===== config.mk =====
export PLATFORM = sky130hd
export DESIGN_NAME = pt_port_flat
export DESIGN_NICKNAME = d
export VERILOG_FILES = /design/src/pt_pkg.sv /design/src/pt_link_if.sv /design/src/pt_port.sv /design/src/flat_wrapper.sv
export SDC_FILE = /design/constraint.sdc
export NUM_CORES = 1
export LEC_CHECK = 0
export BUFFER_PORTS_ARGS = -buffer_cell sky130_fd_sc_hd__buf_2
export CAP_MARGIN = 20
export CORE_AREA = 2 2 122 124
export CTS_CLUSTER_DIAMETER = 60
export DETAILED_ROUTE_END_ITERATION = 16
export DIE_AREA = 0 0 124 126
export GPL_ROUTABILITY_DRIVEN = 0
export GPL_TIMING_DRIVEN = 0
export PLACE_DENSITY = 0.8
export RECOVER_POWER = 50
export SYNTH_ARGS = -nofsm -noshare
export SYNTH_HDL_FRONTEND = slang
export SYNTH_SLANG_ARGS = --single-unit

===== constraint.sdc =====
create_clock -name i_clock -period 3.98 [get_ports i_clock]
set_input_delay 0.796 -clock i_clock [delete_from_list [all_inputs] [get_ports i_clock]]
set_output_delay 0.796 -clock i_clock [all_outputs]
set_load 0.01 [all_outputs]

===== src/pt_pkg.sv =====
// constants, types and state codes for the pass-through port and its add-on end
// assumes one 10 MHz clock shared by the bus side and the add-on side
package pt_pkg;
    localparam int          NREG           = 4;
    localparam logic [31:0] REGION_BASE [NREG] = '{32'h1000_0000, 32'h1000_1000,
                                                   32'h1000_2000, 32'h1000_3000};
    localparam logic [31:0] REGION_MASK [NREG] = '{32'h0000_0fff, 32'h0000_0fff,
                                                   32'h0000_0fff, 32'h0000_0fff};
    localparam logic [31:0] OPREG_BASE     = 32'h2000_0000;
    localparam logic [31:0] OPREG_MASK     = 32'h0000_003f;
    localparam logic [31:0] ADDR_STEP      = 32'h0000_0004;
    localparam logic [4:0]  FIRST_WAIT     = 5'h10;
    localparam logic [4:0]  NEXT_WAIT      = 5'h08;
    localparam int          FIFO_DEPTH     = 8;
    localparam int          FIFO_WIDTH     = 64;

    typedef enum logic [5:0] {
        ST_IDLE  = 6'h01,
        ST_WDATA = 6'h02,
        ST_RDATA = 6'h04,
        ST_STOP  = 6'h08,
        ST_TURN  = 6'h10,
        ST_OPREG = 6'h20
    } tgt_state_e;

    typedef enum logic [2:0] {
        AS_IDLE  = 3'h1,
        AS_WRITE = 3'h2,
        AS_DONE  = 3'h4
    } addon_state_e;

    // all fields reset to zero; active-low pins are inverted at the ports
    typedef struct packed {
        logic [31:0] addr;
        logic [31:0] data;
        logic [31:0] ad;
        logic [1:0]  region;
        logic [3:0]  lanes;
        logic [4:0]  cnt;
        logic        wr_dir;
        logic        pend;
        logic        burst;
        logic        rd_avail;
        logic        first;
        logic        op_read;
        logic        ad_oe;
        logic        devsel;
        logic        trdy;
        logic        stop;
        logic        frame_act;
    } tgt_regs_s;
endpackage


===== src/pt_link_if.sv =====
// add-on link between the pass-through port and the add-on logic
// assumes both ends run on the same clock
interface pt_link_if;
    logic        access_pending_n;
    logic        burst_flag_n;
    logic [1:0]  region_index;
    logic [3:0]  lane_enables_n;
    logic        write_direction;
    logic [31:0] passthru_address_reg;
    logic [31:0] passthru_data_reg;
    logic        addon_wr_en;
    logic [31:0] addon_wr_data;
    logic        addon_done_n;

    modport device (
        output access_pending_n, burst_flag_n, region_index, lane_enables_n,
        output write_direction, passthru_address_reg, passthru_data_reg,
        input  addon_wr_en, addon_wr_data, addon_done_n
    );
    modport addon (
        input  access_pending_n, burst_flag_n, region_index, lane_enables_n,
        input  write_direction, passthru_address_reg, passthru_data_reg,
        output addon_wr_en, addon_wr_data, addon_done_n
    );
endinterface


===== src/pt_port.sv =====
// pass-through target port: bus target on one side, add-on link on the other
// assumes bus pins already synchronous to i_clock; pin tristating done outside
module pt_port (
    input  wire logic        i_clock,    // bus clock
    input  wire logic        i_rstn,     // async reset, active low
    input  wire logic        i_frame_n,  // frame from initiator
    input  wire logic        i_irdy_n,   // initiator ready
    input  wire logic [31:0] i_ad,       // address/data bus in
    input  wire logic [3:0]  i_cbe_n,    // command / byte enables
    output logic      [31:0] o_ad,       // read data out
    output logic             o_ad_oe,    // drive ad bus
    output logic             o_devsel_n, // device select
    output logic             o_trdy_n,   // target ready
    output logic             o_stop_n,   // stop (retry/disconnect)
    output logic             o_tgt_oe,   // drive devsel/trdy/stop
    pt_link_if.device        link        // add-on link
);
    import pt_pkg::*;

    tgt_regs_s   r;
    tgt_regs_s   n;
    tgt_state_e  state;
    tgt_state_e  next_state;
    logic        pt_hit;
    logic [1:0]  hit_idx;
    logic        op_hit;
    logic        rd_busy;
    logic [4:0]  limit;
    logic [31:0] addr_inc;

    function automatic logic in_region(input logic [31:0] a, input logic [1:0] i);
        return (a & ~REGION_MASK[i]) == REGION_BASE[i];
    endfunction

    always_comb begin
        pt_hit  = 1'b0;
        hit_idx = 2'h0;
        for (int i = NREG - 1; i >= 0; i--) begin
            if (in_region(i_ad, 2'(i))) begin
                pt_hit  = 1'b1;
                hit_idx = 2'(i);
            end
        end
    end

    assign op_hit   = (i_ad & ~OPREG_MASK) == OPREG_BASE;
    assign rd_busy  = !r.wr_dir && (r.pend || r.rd_avail);
    assign limit    = r.first ? FIRST_WAIT : NEXT_WAIT;
    assign addr_inc = r.addr + ADDR_STEP;

    always_comb begin
        n          = r;
        next_state = state;
        n.frame_act = !i_frame_n;
        // add-on side of the data register, read direction only
        if (link.addon_wr_en && r.pend && !r.wr_dir) begin
            n.data = link.addon_wr_data;
        end
        if (!link.addon_done_n && r.pend) begin
            n.pend = 1'b0;
            if (!r.wr_dir) begin
                n.rd_avail = 1'b1;
            end
        end
        case (state)
            ST_IDLE: begin
                n.devsel = 1'b0;
                n.trdy   = 1'b0;
                n.stop   = 1'b0;
                n.ad_oe  = 1'b0;
                // address phase: frame newly asserted
                if (!i_frame_n && !r.frame_act) begin
                    if (op_hit) begin
                        n.devsel   = 1'b1;
                        n.op_read  = !i_cbe_n[0];
                        next_state = ST_OPREG;
                    end else if (pt_hit) begin
                        n.devsel = 1'b1;
                        n.cnt    = 5'h00;
                        n.first  = 1'b1;
                        if (r.pend && r.wr_dir) begin
                            // registers still owed to the add-on
                            n.stop     = 1'b1;
                            next_state = ST_STOP;
                        end else if (rd_busy && hit_idx != r.region) begin
                            n.stop     = 1'b1;
                            next_state = ST_STOP;
                        end else if (rd_busy) begin
                            // same region: serve the fetched data, no reload
                            next_state = ST_RDATA;
                        end else begin
                            n.addr   = i_ad;
                            n.region = hit_idx;
                            n.wr_dir = i_cbe_n[0];
                            n.burst  = 1'b0;
                            if (i_cbe_n[0]) begin
                                n.trdy     = 1'b1;
                                next_state = ST_WDATA;
                            end else begin
                                n.pend     = 1'b1;
                                next_state = ST_RDATA;
                            end
                        end
                    end
                end
            end
            ST_WDATA: begin
                if (r.trdy) begin
                    if (!i_irdy_n) begin
                        n.data  = i_ad;
                        n.lanes = ~i_cbe_n;
                        n.pend  = 1'b1;
                        n.burst = !i_frame_n;
                        n.trdy  = 1'b0;
                        n.cnt   = 5'h00;
                        n.first = 1'b0;
                        if (i_frame_n) begin
                            n.devsel   = 1'b0;
                            next_state = ST_TURN;
                        end
                    end
                end else if (!link.addon_done_n && r.pend) begin
                    n.addr = addr_inc;
                    if (!in_region(addr_inc, r.region)) begin
                        n.stop     = 1'b1;
                        next_state = ST_STOP;
                    end else begin
                        n.trdy = 1'b1;
                    end
                end else if (r.cnt == limit - 5'h01) begin
                    n.stop     = 1'b1;
                    next_state = ST_STOP;
                end else begin
                    n.cnt = r.cnt + 5'h01;
                end
            end
            ST_RDATA: begin
                if (r.trdy) begin
                    if (!i_irdy_n) begin
                        n.trdy = 1'b0;
                        if (i_frame_n) begin
                            n.devsel   = 1'b0;
                            n.ad_oe    = 1'b0;
                            next_state = ST_TURN;
                        end else begin
                            n.addr  = addr_inc;
                            n.first = 1'b0;
                            n.cnt   = 5'h00;
                            if (!in_region(addr_inc, r.region)) begin
                                n.stop     = 1'b1;
                                next_state = ST_STOP;
                            end else begin
                                n.pend = 1'b1;
                            end
                        end
                    end
                end else if (r.rd_avail && !i_irdy_n) begin
                    n.ad       = r.data;
                    n.ad_oe    = 1'b1;
                    n.trdy     = 1'b1;
                    n.rd_avail = 1'b0;
                end else begin
                    if (r.pend && !i_irdy_n) begin
                        n.lanes = ~i_cbe_n;
                        n.burst = !i_frame_n;
                    end
                    if (r.cnt == limit - 5'h01) begin
                        n.stop     = 1'b1;
                        next_state = ST_STOP;
                    end else begin
                        n.cnt = r.cnt + 5'h01;
                    end
                end
            end
            ST_STOP: begin
                n.trdy  = 1'b0;
                n.ad_oe = 1'b0;
                if (i_frame_n) begin
                    n.devsel   = 1'b0;
                    n.stop     = 1'b0;
                    next_state = ST_TURN;
                end
            end
            ST_OPREG: begin
                if (!r.trdy) begin
                    n.ad    = {24'h00_0000, 2'h0, r.region, r.rd_avail, r.burst, r.wr_dir, r.pend};
                    n.ad_oe = r.op_read;
                    n.trdy  = 1'b1;
                end else if (!i_irdy_n) begin
                    n.trdy  = 1'b0;
                    n.ad_oe = 1'b0;
                    // one word only; longer bursts are disconnected
                    if (i_frame_n) begin
                        n.devsel   = 1'b0;
                        next_state = ST_TURN;
                    end else begin
                        n.stop     = 1'b1;
                        next_state = ST_STOP;
                    end
                end
            end
            ST_TURN: begin
                n.devsel   = 1'b0;
                n.trdy     = 1'b0;
                n.stop     = 1'b0;
                n.ad_oe    = 1'b0;
                next_state = ST_IDLE;
            end
            default: begin
                next_state = ST_IDLE;
            end
        endcase
    end

    always_ff @(posedge i_clock or negedge i_rstn) begin
        if (!i_rstn) begin
            r     <= '0;
            state <= ST_IDLE;
        end else begin
            r     <= n;
            state <= next_state;
        end
    end

    assign o_ad       = r.ad;
    assign o_ad_oe    = r.ad_oe;
    assign o_devsel_n = !r.devsel;
    assign o_trdy_n   = !r.trdy;
    assign o_stop_n   = !r.stop;
    assign o_tgt_oe   = (state != ST_IDLE);

    assign link.access_pending_n     = !r.pend;
    assign link.burst_flag_n         = !r.burst;
    assign link.region_index         = r.region;
    assign link.lane_enables_n       = ~r.lanes;
    assign link.write_direction      = r.wr_dir;
    assign link.passthru_address_reg = r.addr;
    assign link.passthru_data_reg    = r.data;
endmodule


===== src/flat_wrapper.sv =====
// flat-port wrapper written by rule: the top's interface ports become plain ports
module pt_port_flat import pt_pkg::*;
  (i_clock, i_rstn, i_frame_n, i_irdy_n, i_ad, i_cbe_n, o_ad, o_ad_oe, o_devsel_n, o_trdy_n, o_stop_n, o_tgt_oe, link_access_pending_n, link_burst_flag_n, link_region_index, link_lane_enables_n, link_write_direction, link_passthru_address_reg, link_passthru_data_reg, link_addon_wr_en, link_addon_wr_data, link_addon_done_n);
  pt_link_if link_i ();
  input  wire logic i_clock;
  input  wire logic i_rstn;
  input  wire logic i_frame_n;
  input  wire logic i_irdy_n;
  input  wire logic [31:0] i_ad;
  input  wire logic [3:0] i_cbe_n;
  output logic      [31:0] o_ad;
  output logic o_ad_oe;
  output logic o_devsel_n;
  output logic o_trdy_n;
  output logic o_stop_n;
  output logic o_tgt_oe;
  output wire logic [$bits(link_i.access_pending_n)-1:0] link_access_pending_n;
  output wire logic [$bits(link_i.burst_flag_n)-1:0] link_burst_flag_n;
  output wire logic [$bits(link_i.region_index)-1:0] link_region_index;
  output wire logic [$bits(link_i.lane_enables_n)-1:0] link_lane_enables_n;
  output wire logic [$bits(link_i.write_direction)-1:0] link_write_direction;
  output wire logic [$bits(link_i.passthru_address_reg)-1:0] link_passthru_address_reg;
  output wire logic [$bits(link_i.passthru_data_reg)-1:0] link_passthru_data_reg;
  input wire logic [$bits(link_i.addon_wr_en)-1:0] link_addon_wr_en;
  input wire logic [$bits(link_i.addon_wr_data)-1:0] link_addon_wr_data;
  input wire logic [$bits(link_i.addon_done_n)-1:0] link_addon_done_n;
  assign link_access_pending_n = link_i.access_pending_n;
  assign link_burst_flag_n = link_i.burst_flag_n;
  assign link_region_index = link_i.region_index;
  assign link_lane_enables_n = link_i.lane_enables_n;
  assign link_write_direction = link_i.write_direction;
  assign link_passthru_address_reg = link_i.passthru_address_reg;
  assign link_passthru_data_reg = link_i.passthru_data_reg;
  assign link_i.addon_wr_en = link_addon_wr_en;
  assign link_i.addon_wr_data = link_addon_wr_data;
  assign link_i.addon_done_n = link_addon_done_n;
  pt_port u_core (.i_clock(i_clock), .i_rstn(i_rstn), .i_frame_n(i_frame_n), .i_irdy_n(i_irdy_n), .i_ad(i_ad), .i_cbe_n(i_cbe_n), .o_ad(o_ad), .o_ad_oe(o_ad_oe), .o_devsel_n(o_devsel_n), .o_trdy_n(o_trdy_n), .o_stop_n(o_stop_n), .o_tgt_oe(o_tgt_oe), .link(link_i));
endmodule

==> results of run 1 <==
==> metrics by stage <==
stage / utilization (%) / cell area (um2)
3_5_place_dp: 62.50 / 8946
4_1_cts: 66.74 / 9553
5_1_grt: 66.23 / 9480
3_3_place_gp: 62.26 / 8912
6_report: 66.23 / 9480
2_1_floorplan: - / 7776
==> Yosys cell counts, types with 4 or more instances <==
cell type and instances:
o21ai_1 4, nand3b_1 4, o22ai_1 9, xor2_1 5, clkbuf_1 50, o221ai_1 4
a31oi_1 15, nor4_1 14, inv_1 23, o21ai_0 57, and3_1 12, buf_2 6
nor3_1 19, mux2i_1 38, a31o_2 4, o31ai_1 4, dfrtp_1 123, a21o_1 4
nand4_1 15, nand3_1 58, a21oi_1 93, nand2_1 132, nand2b_1 5, nor2_1 94
buf_4 98, or3_1 7, o22a_1 6
==> power groups by stage <==
stage | Sequential, mW | Clock, mW | Combinational (mW)
2_1_floorplan | 1.30 | 0 | 0.0574
3_3_place_gp | 1.31 | 0 | 0.159
3_5_place_dp | 1.31 | 0 | 0.163
4_1_cts | 1.28 | 1.61 | 0.164
5_1_grt | 1.29 | 1.67 | 0.178
6_report | 1.29 | 1.61 | 0.163
==> metal layers <==
metal | up-vias | wire length [um] | track usage [%]
li1 | 3697 | - | -
met1 | 3637 | 9867 | 43.64
met2 | 545 | 11240 | 48.74
met3 | 78 | 2765 | 6.793
met4 | 0 | 893 | 13.02
met5 | - | 0 | 0
==> how the worst max path moves through the flow <==
stage                                 from                     endpoint  slack [ns]  cells after the start
2_1_floorplan                     i_ad[14]  u_core.state[1]$_DFFE_PN0P_        1.39                      9
3_3_place_gp                        i_rstn  u_core.o_ad[26]$_DFFE_PN0P_        0.46                      1
3_5_place_dp                      i_ad[24]  u_core.state[1]$_DFFE_PN0P_        0.67                     10
4_1_cts        u_core.state[3]$_DFFE_PN0P_  u_core.state[1]$_DFFE_PN0P_        0.71                     11
5_1_grt        u_core.state[3]$_DFFE_PN0P_  u_core.state[1]$_DFFE_PN0P_        0.40                     11
6_report       u_core.state[3]$_DFFE_PN0P_  u_core.state[1]$_DFFE_PN0P_        0.57                     11
==> cell families after synthesis <==
family	Yosys count	synth area share, %
AO/OA/AOI/OAI	223	16.69
AND/OR/NAND/NOR	382	23.38
buffers and inverters	181	13.58
multiplexers	41	5.326
flip-flops	124	39.92
XOR/XNOR	7	0.7884
adder cells (fa/ha/maj)	2	0.3218
==> area by class of cell <==
type                    instances  area (um2)  share of cell area (%)
clock inverters                13       167.7                   1.769
diodes                          1       2.502                 0.02640
multi-input cells             655        3616                   38.14
inverters                      24       90.09                  0.9502
repair buffers                182       864.6                   9.120
flip-flops and latches        124        3104                   32.74
plain buffers                 157       965.9                   10.19
clock buffers                  18       439.2                   4.632
well taps                     184       230.2                   2.428
==> worst max-delay path, cell delays in order, from the launching register on <==
cell and delay, ns:
dfrtp_1 0.32, clkbuf_1 0.35, nor4_1 0.17, and3_1 0.21
buf_2 0.18, nor2_1 0.60, a21oi_1 0.19, nor4_1 0.47
o221ai_1 0.28, nor3_1 0.21, a31oi_1 0.11, or2_1 0.21
==> key figures, run 1 <==
Layout
  – Total Nets Final: 1237
  – Layout area overhead: 21.91%
  – Layout cells sized above 1: 24.21%
  – Fill cells: 1245
  – Non-filler cells, final: 1358
  – Most frequent cells in the layout: 132 x nand2_1, 132 x buf_2, 123 x dfrtp_1

Timing
  – Max Freq: 0.2929 GHz
  – Worst-case clock skew: 0.006669 ns
  – Final-report hold violation count: 0
  – Hold WS: 0.4660 ns
  – Tmin final: 3.414 ns
  – Relative slew slack: -89.51%
  – Period utilization: 85.79%
  – Worst slew pin tran: 2.843 ns
  – Final setup vio count: 0
  – Fin. max-slew vios: 50
  – Final TNS setup: 0 ns
  – Final worst setup slack: 0.5656 ns
  – Unrepaired setup endpoints after global routing: no

Clocking
  – H-Tree Depth: 4
  – CTS Hold Bufs: 0
  – Setup Buffers After CTS: 0
  – Post_cts resized: 0
  – CTS tree: built
  – Reg clk slew, reported paths: 0.06 ns
  – Worst-skew pair later-pin latency: 0.43 ns
  – CTS sink cnt: 124
  – Root Driver: clkbuf_16
  – CTS Buffer Depth: 2
  – Total CTS buffers: 17

Die
  – Io pins: 184
  – Core Rows: 44
  – DIE HEIGHT: 126 um
  – Starting Density: 54.33%
  – Die footprint: 15620 um2
  – Die span in x: 124 um
  – Core area: 14310 um2

Global route
  – Vias in the first global route: 7025
  – Pin count of the biggest net entering global routing: 76
  – First-pass GRT wire length: 37860 um
  – GRT Total Usage: 31.72%
  – Initial antenna violation count: 1
  – Grt total ovfl: 0

Synth
  – Synthesis Warnings: 0
  – Syn_area_per_cell: 8.100 um2
  – Post-synth EDFFs: 0
  – Synth top area cells: dfrtp_1 40%, buf_4 9.5%, nand2_1 6.4%
  – Synth Register Bits: 124
  – Top-area cell type share of the netlist area: 39.58%
  – Ys flop type: dfrtp_1
  – Cell taking the most area after synthesis: dfrtp_1
  – Sequential area share after synthesis: 39.92%
  – Mapped Cells: 960
  – Async S/R FF share, synth: 100.0%
  – Synth cell types: 64
  – Post-Syn Area: 7776 um2
  – Syn nets: 1036

Critical path
  – WS Path Type: flop to flop
  – Crit-path max FO: 10
  – Worst setup EP type: flop
  – R2R Setup Slk: 0.57 ns
  – FF-to-FF Start: u_core.state[3]$_DFFE_PN0P_
  – CP Launch Type: flop
  – Reg2reg path depth: 11
  – Arrival time worst endpoint: 3.73 ns
  – CP required: 4.29 ns
  – RR Endpoint: u_core.state[1]$_DFFE_PN0P_

Route
  – Vias: 7957
  – DR vias/cell: 5.859
  – Detailed Routing Iterations Pass 1: 6
  – Number of nets still failing antenna checks after routing: 0
  – # DRC: 0
  – Initial DRC count: 996
  – Wirelength per Cell: 18.24 um
  – Detailed Route WL: 24770 um

Pwr
  – Internal cell power: 2.336 mW
  – Logic pwr share: 5.4%
  – Sequential Power Share: 42.1%
  – Sw frac: 23.52%
  – Net Switching: 0.7183 mW
  – Static Leakage: 4.871 nW
  – Clock power frac: 52.6%
  – Pwr Density: 322.1 nW/um2
  – Power Total: 3.054 mW
  – VDD IR max: 0.2591 mV

Placement
  – Place WS: 0.6721 ns
  – IO buf count: 181
  – Post-DP HPWL: 18350 um
  – Placed cells: 1326

Hold path
  – WHS Endpoint: u_core.o_ad[14]$_DFFE_PN0P_
  – WHS Path Cells: 2
  – Hold crit path type: flop to flop
  – HP Start: u_core.o_ad[14]$_DFFE_PN0P_

Run
  – MaxCap Viol Count: 1

Status
  – Status: finished with violations
  – Violated checks: capacitance limit, slew limit
Note: power is estimated with default switching activity, not from simulation.
==> inputs of run 2 (changes only) <==
--- a/config.mk
+++ b/config.mk
@@ -17,2 +17,3 @@
 export RECOVER_POWER = 50
+export REMOVE_ABC_BUFFERS = 1
 export SYNTH_ARGS = -nofsm -noshare
==> constraint.sdc (replaced) <==
create_clock -name i_clock -period 3.98 [get_ports i_clock]
set_input_delay 0.398 -clock i_clock [delete_from_list [all_inputs] [get_ports i_clock]]
set_output_delay 0.398 -clock i_clock [all_outputs]
set_load 0.01 [all_outputs]
==> key figures, run 2 (synthesized netlist as in run 1, its figures left out) <==
Hold path
  – HP Start: i_cbe_n[2]
  – WHS Endpoint: u_core.r[18]$_DFFE_PN0P_
  – Hold crit path type: primary input to flop
  – WHS Path Cells: 2

Clocking
  – Root Driver: clkbuf_16
  – CTS tree: built
  – H-Tree Depth: 4
  – Total CTS buffers: 17
  – Reg clk slew, reported paths: 0.05 ns
  – CTS Buffer Depth: 2
  – Worst-skew pair later-pin latency: 0.42 ns
  – CTS sink cnt: 124
  – Setup Buffers After CTS: 0

Critical path
  – Worst path bufs/invs: 0
  – Critical-path cell list: nor4_1 > and3_1 > nor2_2 > a21oi_1 > nor4_1 > o221ai_1 > nor3_1 > a31oi_1 > or2_1
  – Crit-path max FO: 21
  – RR Endpoint: u_core.state[1]$_DFFE_PN0P_
  – R2R Setup Slk: 0.69 ns
  – Worst setup EP type: flop
  – CP Launch Type: flop
  – Reg2reg path depth: 9
  – Critical path origin: u_core.state[0]$_DFFE_PN1P_
  – Arrival time worst endpoint: 3.59 ns
  – Cell mode on critical path: nor4_1
  – Cell family with most CP delay: simple AND/OR/NAND/NOR gates
  – Crit-path slowest cell: nor2_2
  – Critical path's largest stage delay: 0.79 ns
  – CP required: 4.28 ns
  – FF-to-FF Start: u_core.state[0]$_DFFE_PN1P_
  – WS Path Type: flop to flop

Timing
  – Relative slew slack: -65.99%
  – Period utilization: 82.74%
  – Final worst setup slack: 0.6871 ns
  – Unrepaired setup endpoints after global routing: no
  – Worst-case clock skew: 0.005593 ns
  – Tmin final: 3.293 ns
  – Final setup vio count: 0
  – Hold WS: 0.1669 ns
  – Final-report hold violation count: 0
  – Worst slew pin tran: 2.490 ns
  – Max Freq: 0.3037 GHz
  – Fin. max-slew vios: 43

Route
  – Number of nets still failing antenna checks after routing: 0
  – Detailed Route WL: 21470 um
  – Initial DRC count: 767
  – # DRC: 0
  – DR vias/cell: 5.981
  – Wirelength per Cell: 17.70 um
  – Detailed Routing Iterations Pass 1: 6
  – Vias: 7255

Die
  – Core Rows: 44
  – Core area: 14310 um2
  – DIE HEIGHT: 126 um
  – Die span in x: 124 um
  – Io pins: 184
  – Starting Density: 54.33%
  – Die footprint: 15620 um2

Pwr
  – Sequential Power Share: 43.9%
  – Net Switching: 0.6452 mW
  – Clock power frac: 51.2%
  – Logic pwr share: 4.9%
  – Static Leakage: 4.329 nW
  – Pwr Density: 338.2 nW/um2
  – Sw frac: 21.96%
  – Internal cell power: 2.293 mW
  – VDD IR max: 0.2996 mV
  – Power Total: 2.938 mW

Layout
  – Multi-input logic area: 3640 um2
  – Layout cells sized above 1: 18.56%
  – Sequential cell area: 3104 um2
  – Most common cell after layout, fill and taps aside: nand2_1
  – Post-layout util: 60.69%
  – Total Nets Final: 1092
  – Fill cells: 1264
  – Most frequent cells in the layout: 130 x nand2_1, 127 x buf_2, 123 x dfrtp_1
  – # diodes: 0
  – Layout area overhead: 11.71%

Run
  – MaxCap Viol Count: 1

Global route
  – First-pass GRT wire length: 34050 um
  – Vias in the first global route: 6636
  – Pin count of the biggest net entering global routing: 83
  – Initial antenna violation count: 0
  – Grt total ovfl: 0
  – GRT Total Usage: 27.93%

Status
  – Violated checks: capacitance limit, slew limit
  – Status: finished with violations

Placement
  – Post-DP HPWL: 15290 um
  – Place WS: 0.2927 ns
  – IO buf count: 183
-- run 2: changes by cell type in the layout (fill, tap and decap cells not counted), moves of 2 or more --
cell,before,now
nand2_2,0,2
clkinv_4,2,0
nand2_1,132,130
buf_8,0,3
buf_4,98,1
buf_1,2,0
clkbuf_1,105,60
buf_16,1,3
buf_2,132,127
inv_6,2,0
clkbuf_8,1,3
clkinvlp_4,5,0
buf_12,0,3
clkinv_2,1,6
-- run 2: area by class of cell --
type,instances,share of cell area [%]
Sequential cell,124,35.73
Clock buffer,24,5.545
Clock inverter,8,1.037
Timing Repair Buffer,194,12.10
Multi-Input combinational cell,655,41.90
Inverter,24,1.037
Tap cell,184,2.650
-- run 2: worst max path at each step --
stage	to	slack, ns	depth (start not counted)
floorplan	u_core.state[1]$_DFFE_PN0P_	0.07	8
global placement	u_core.state[1]$_DFFE_PN0P_	-1.98	8
detailed placement	u_core.link.passthru_address_reg[20]$_DFFE_PN0P_	0.29	8
CTS	u_core.link.passthru_address_reg[20]$_DFFE_PN0P_	0.43	8
global route	u_core.link.passthru_address_reg[10]$_DFFE_PN0P_	0.48	8
finish	u_core.state[1]$_DFFE_PN0P_	0.69	9
-- run 2: timing repair --
| item | 4_1_cts | 5_1_grt |
|---|---|---|
| hold buffers | 1 | 0 |
| hold endpoints to repair | 41 | 0 |
| resized for setup | 0 | 0 |
-- run 2: power groups by stage --
stage	Combinational (mW)	Sequential [mW]	Clock, mW
floorplan	0.0377	1.31	0
global placement	0.139	1.31	0
detailed placement	0.144	1.31	0
CTS	0.145	1.29	1.52
global route	0.160	1.29	1.58
finish	0.145	1.29	1.50
-- run 2: per-stage QoR --
stage	instances	TNS, ns	area [um2]
floorplan	803	0	6810
global placement	1170	-55.01	7956
detailed placement	1179	0	8167
CTS	1212	0	8748
global route	1213	0	8687
finish	1213	0	8687
-- run 2: metal layers --
layer / up-vias / routed length [um] / GRT usage [%]
met2: 410 / 9474 / 41.21
met1: 3379 / 9327 / 39.49
met3: 78 / 1881 / 5.525
met5: - / 0 / 0
met4: 0 / 790 / 13.02
li1: 3388 / - / -
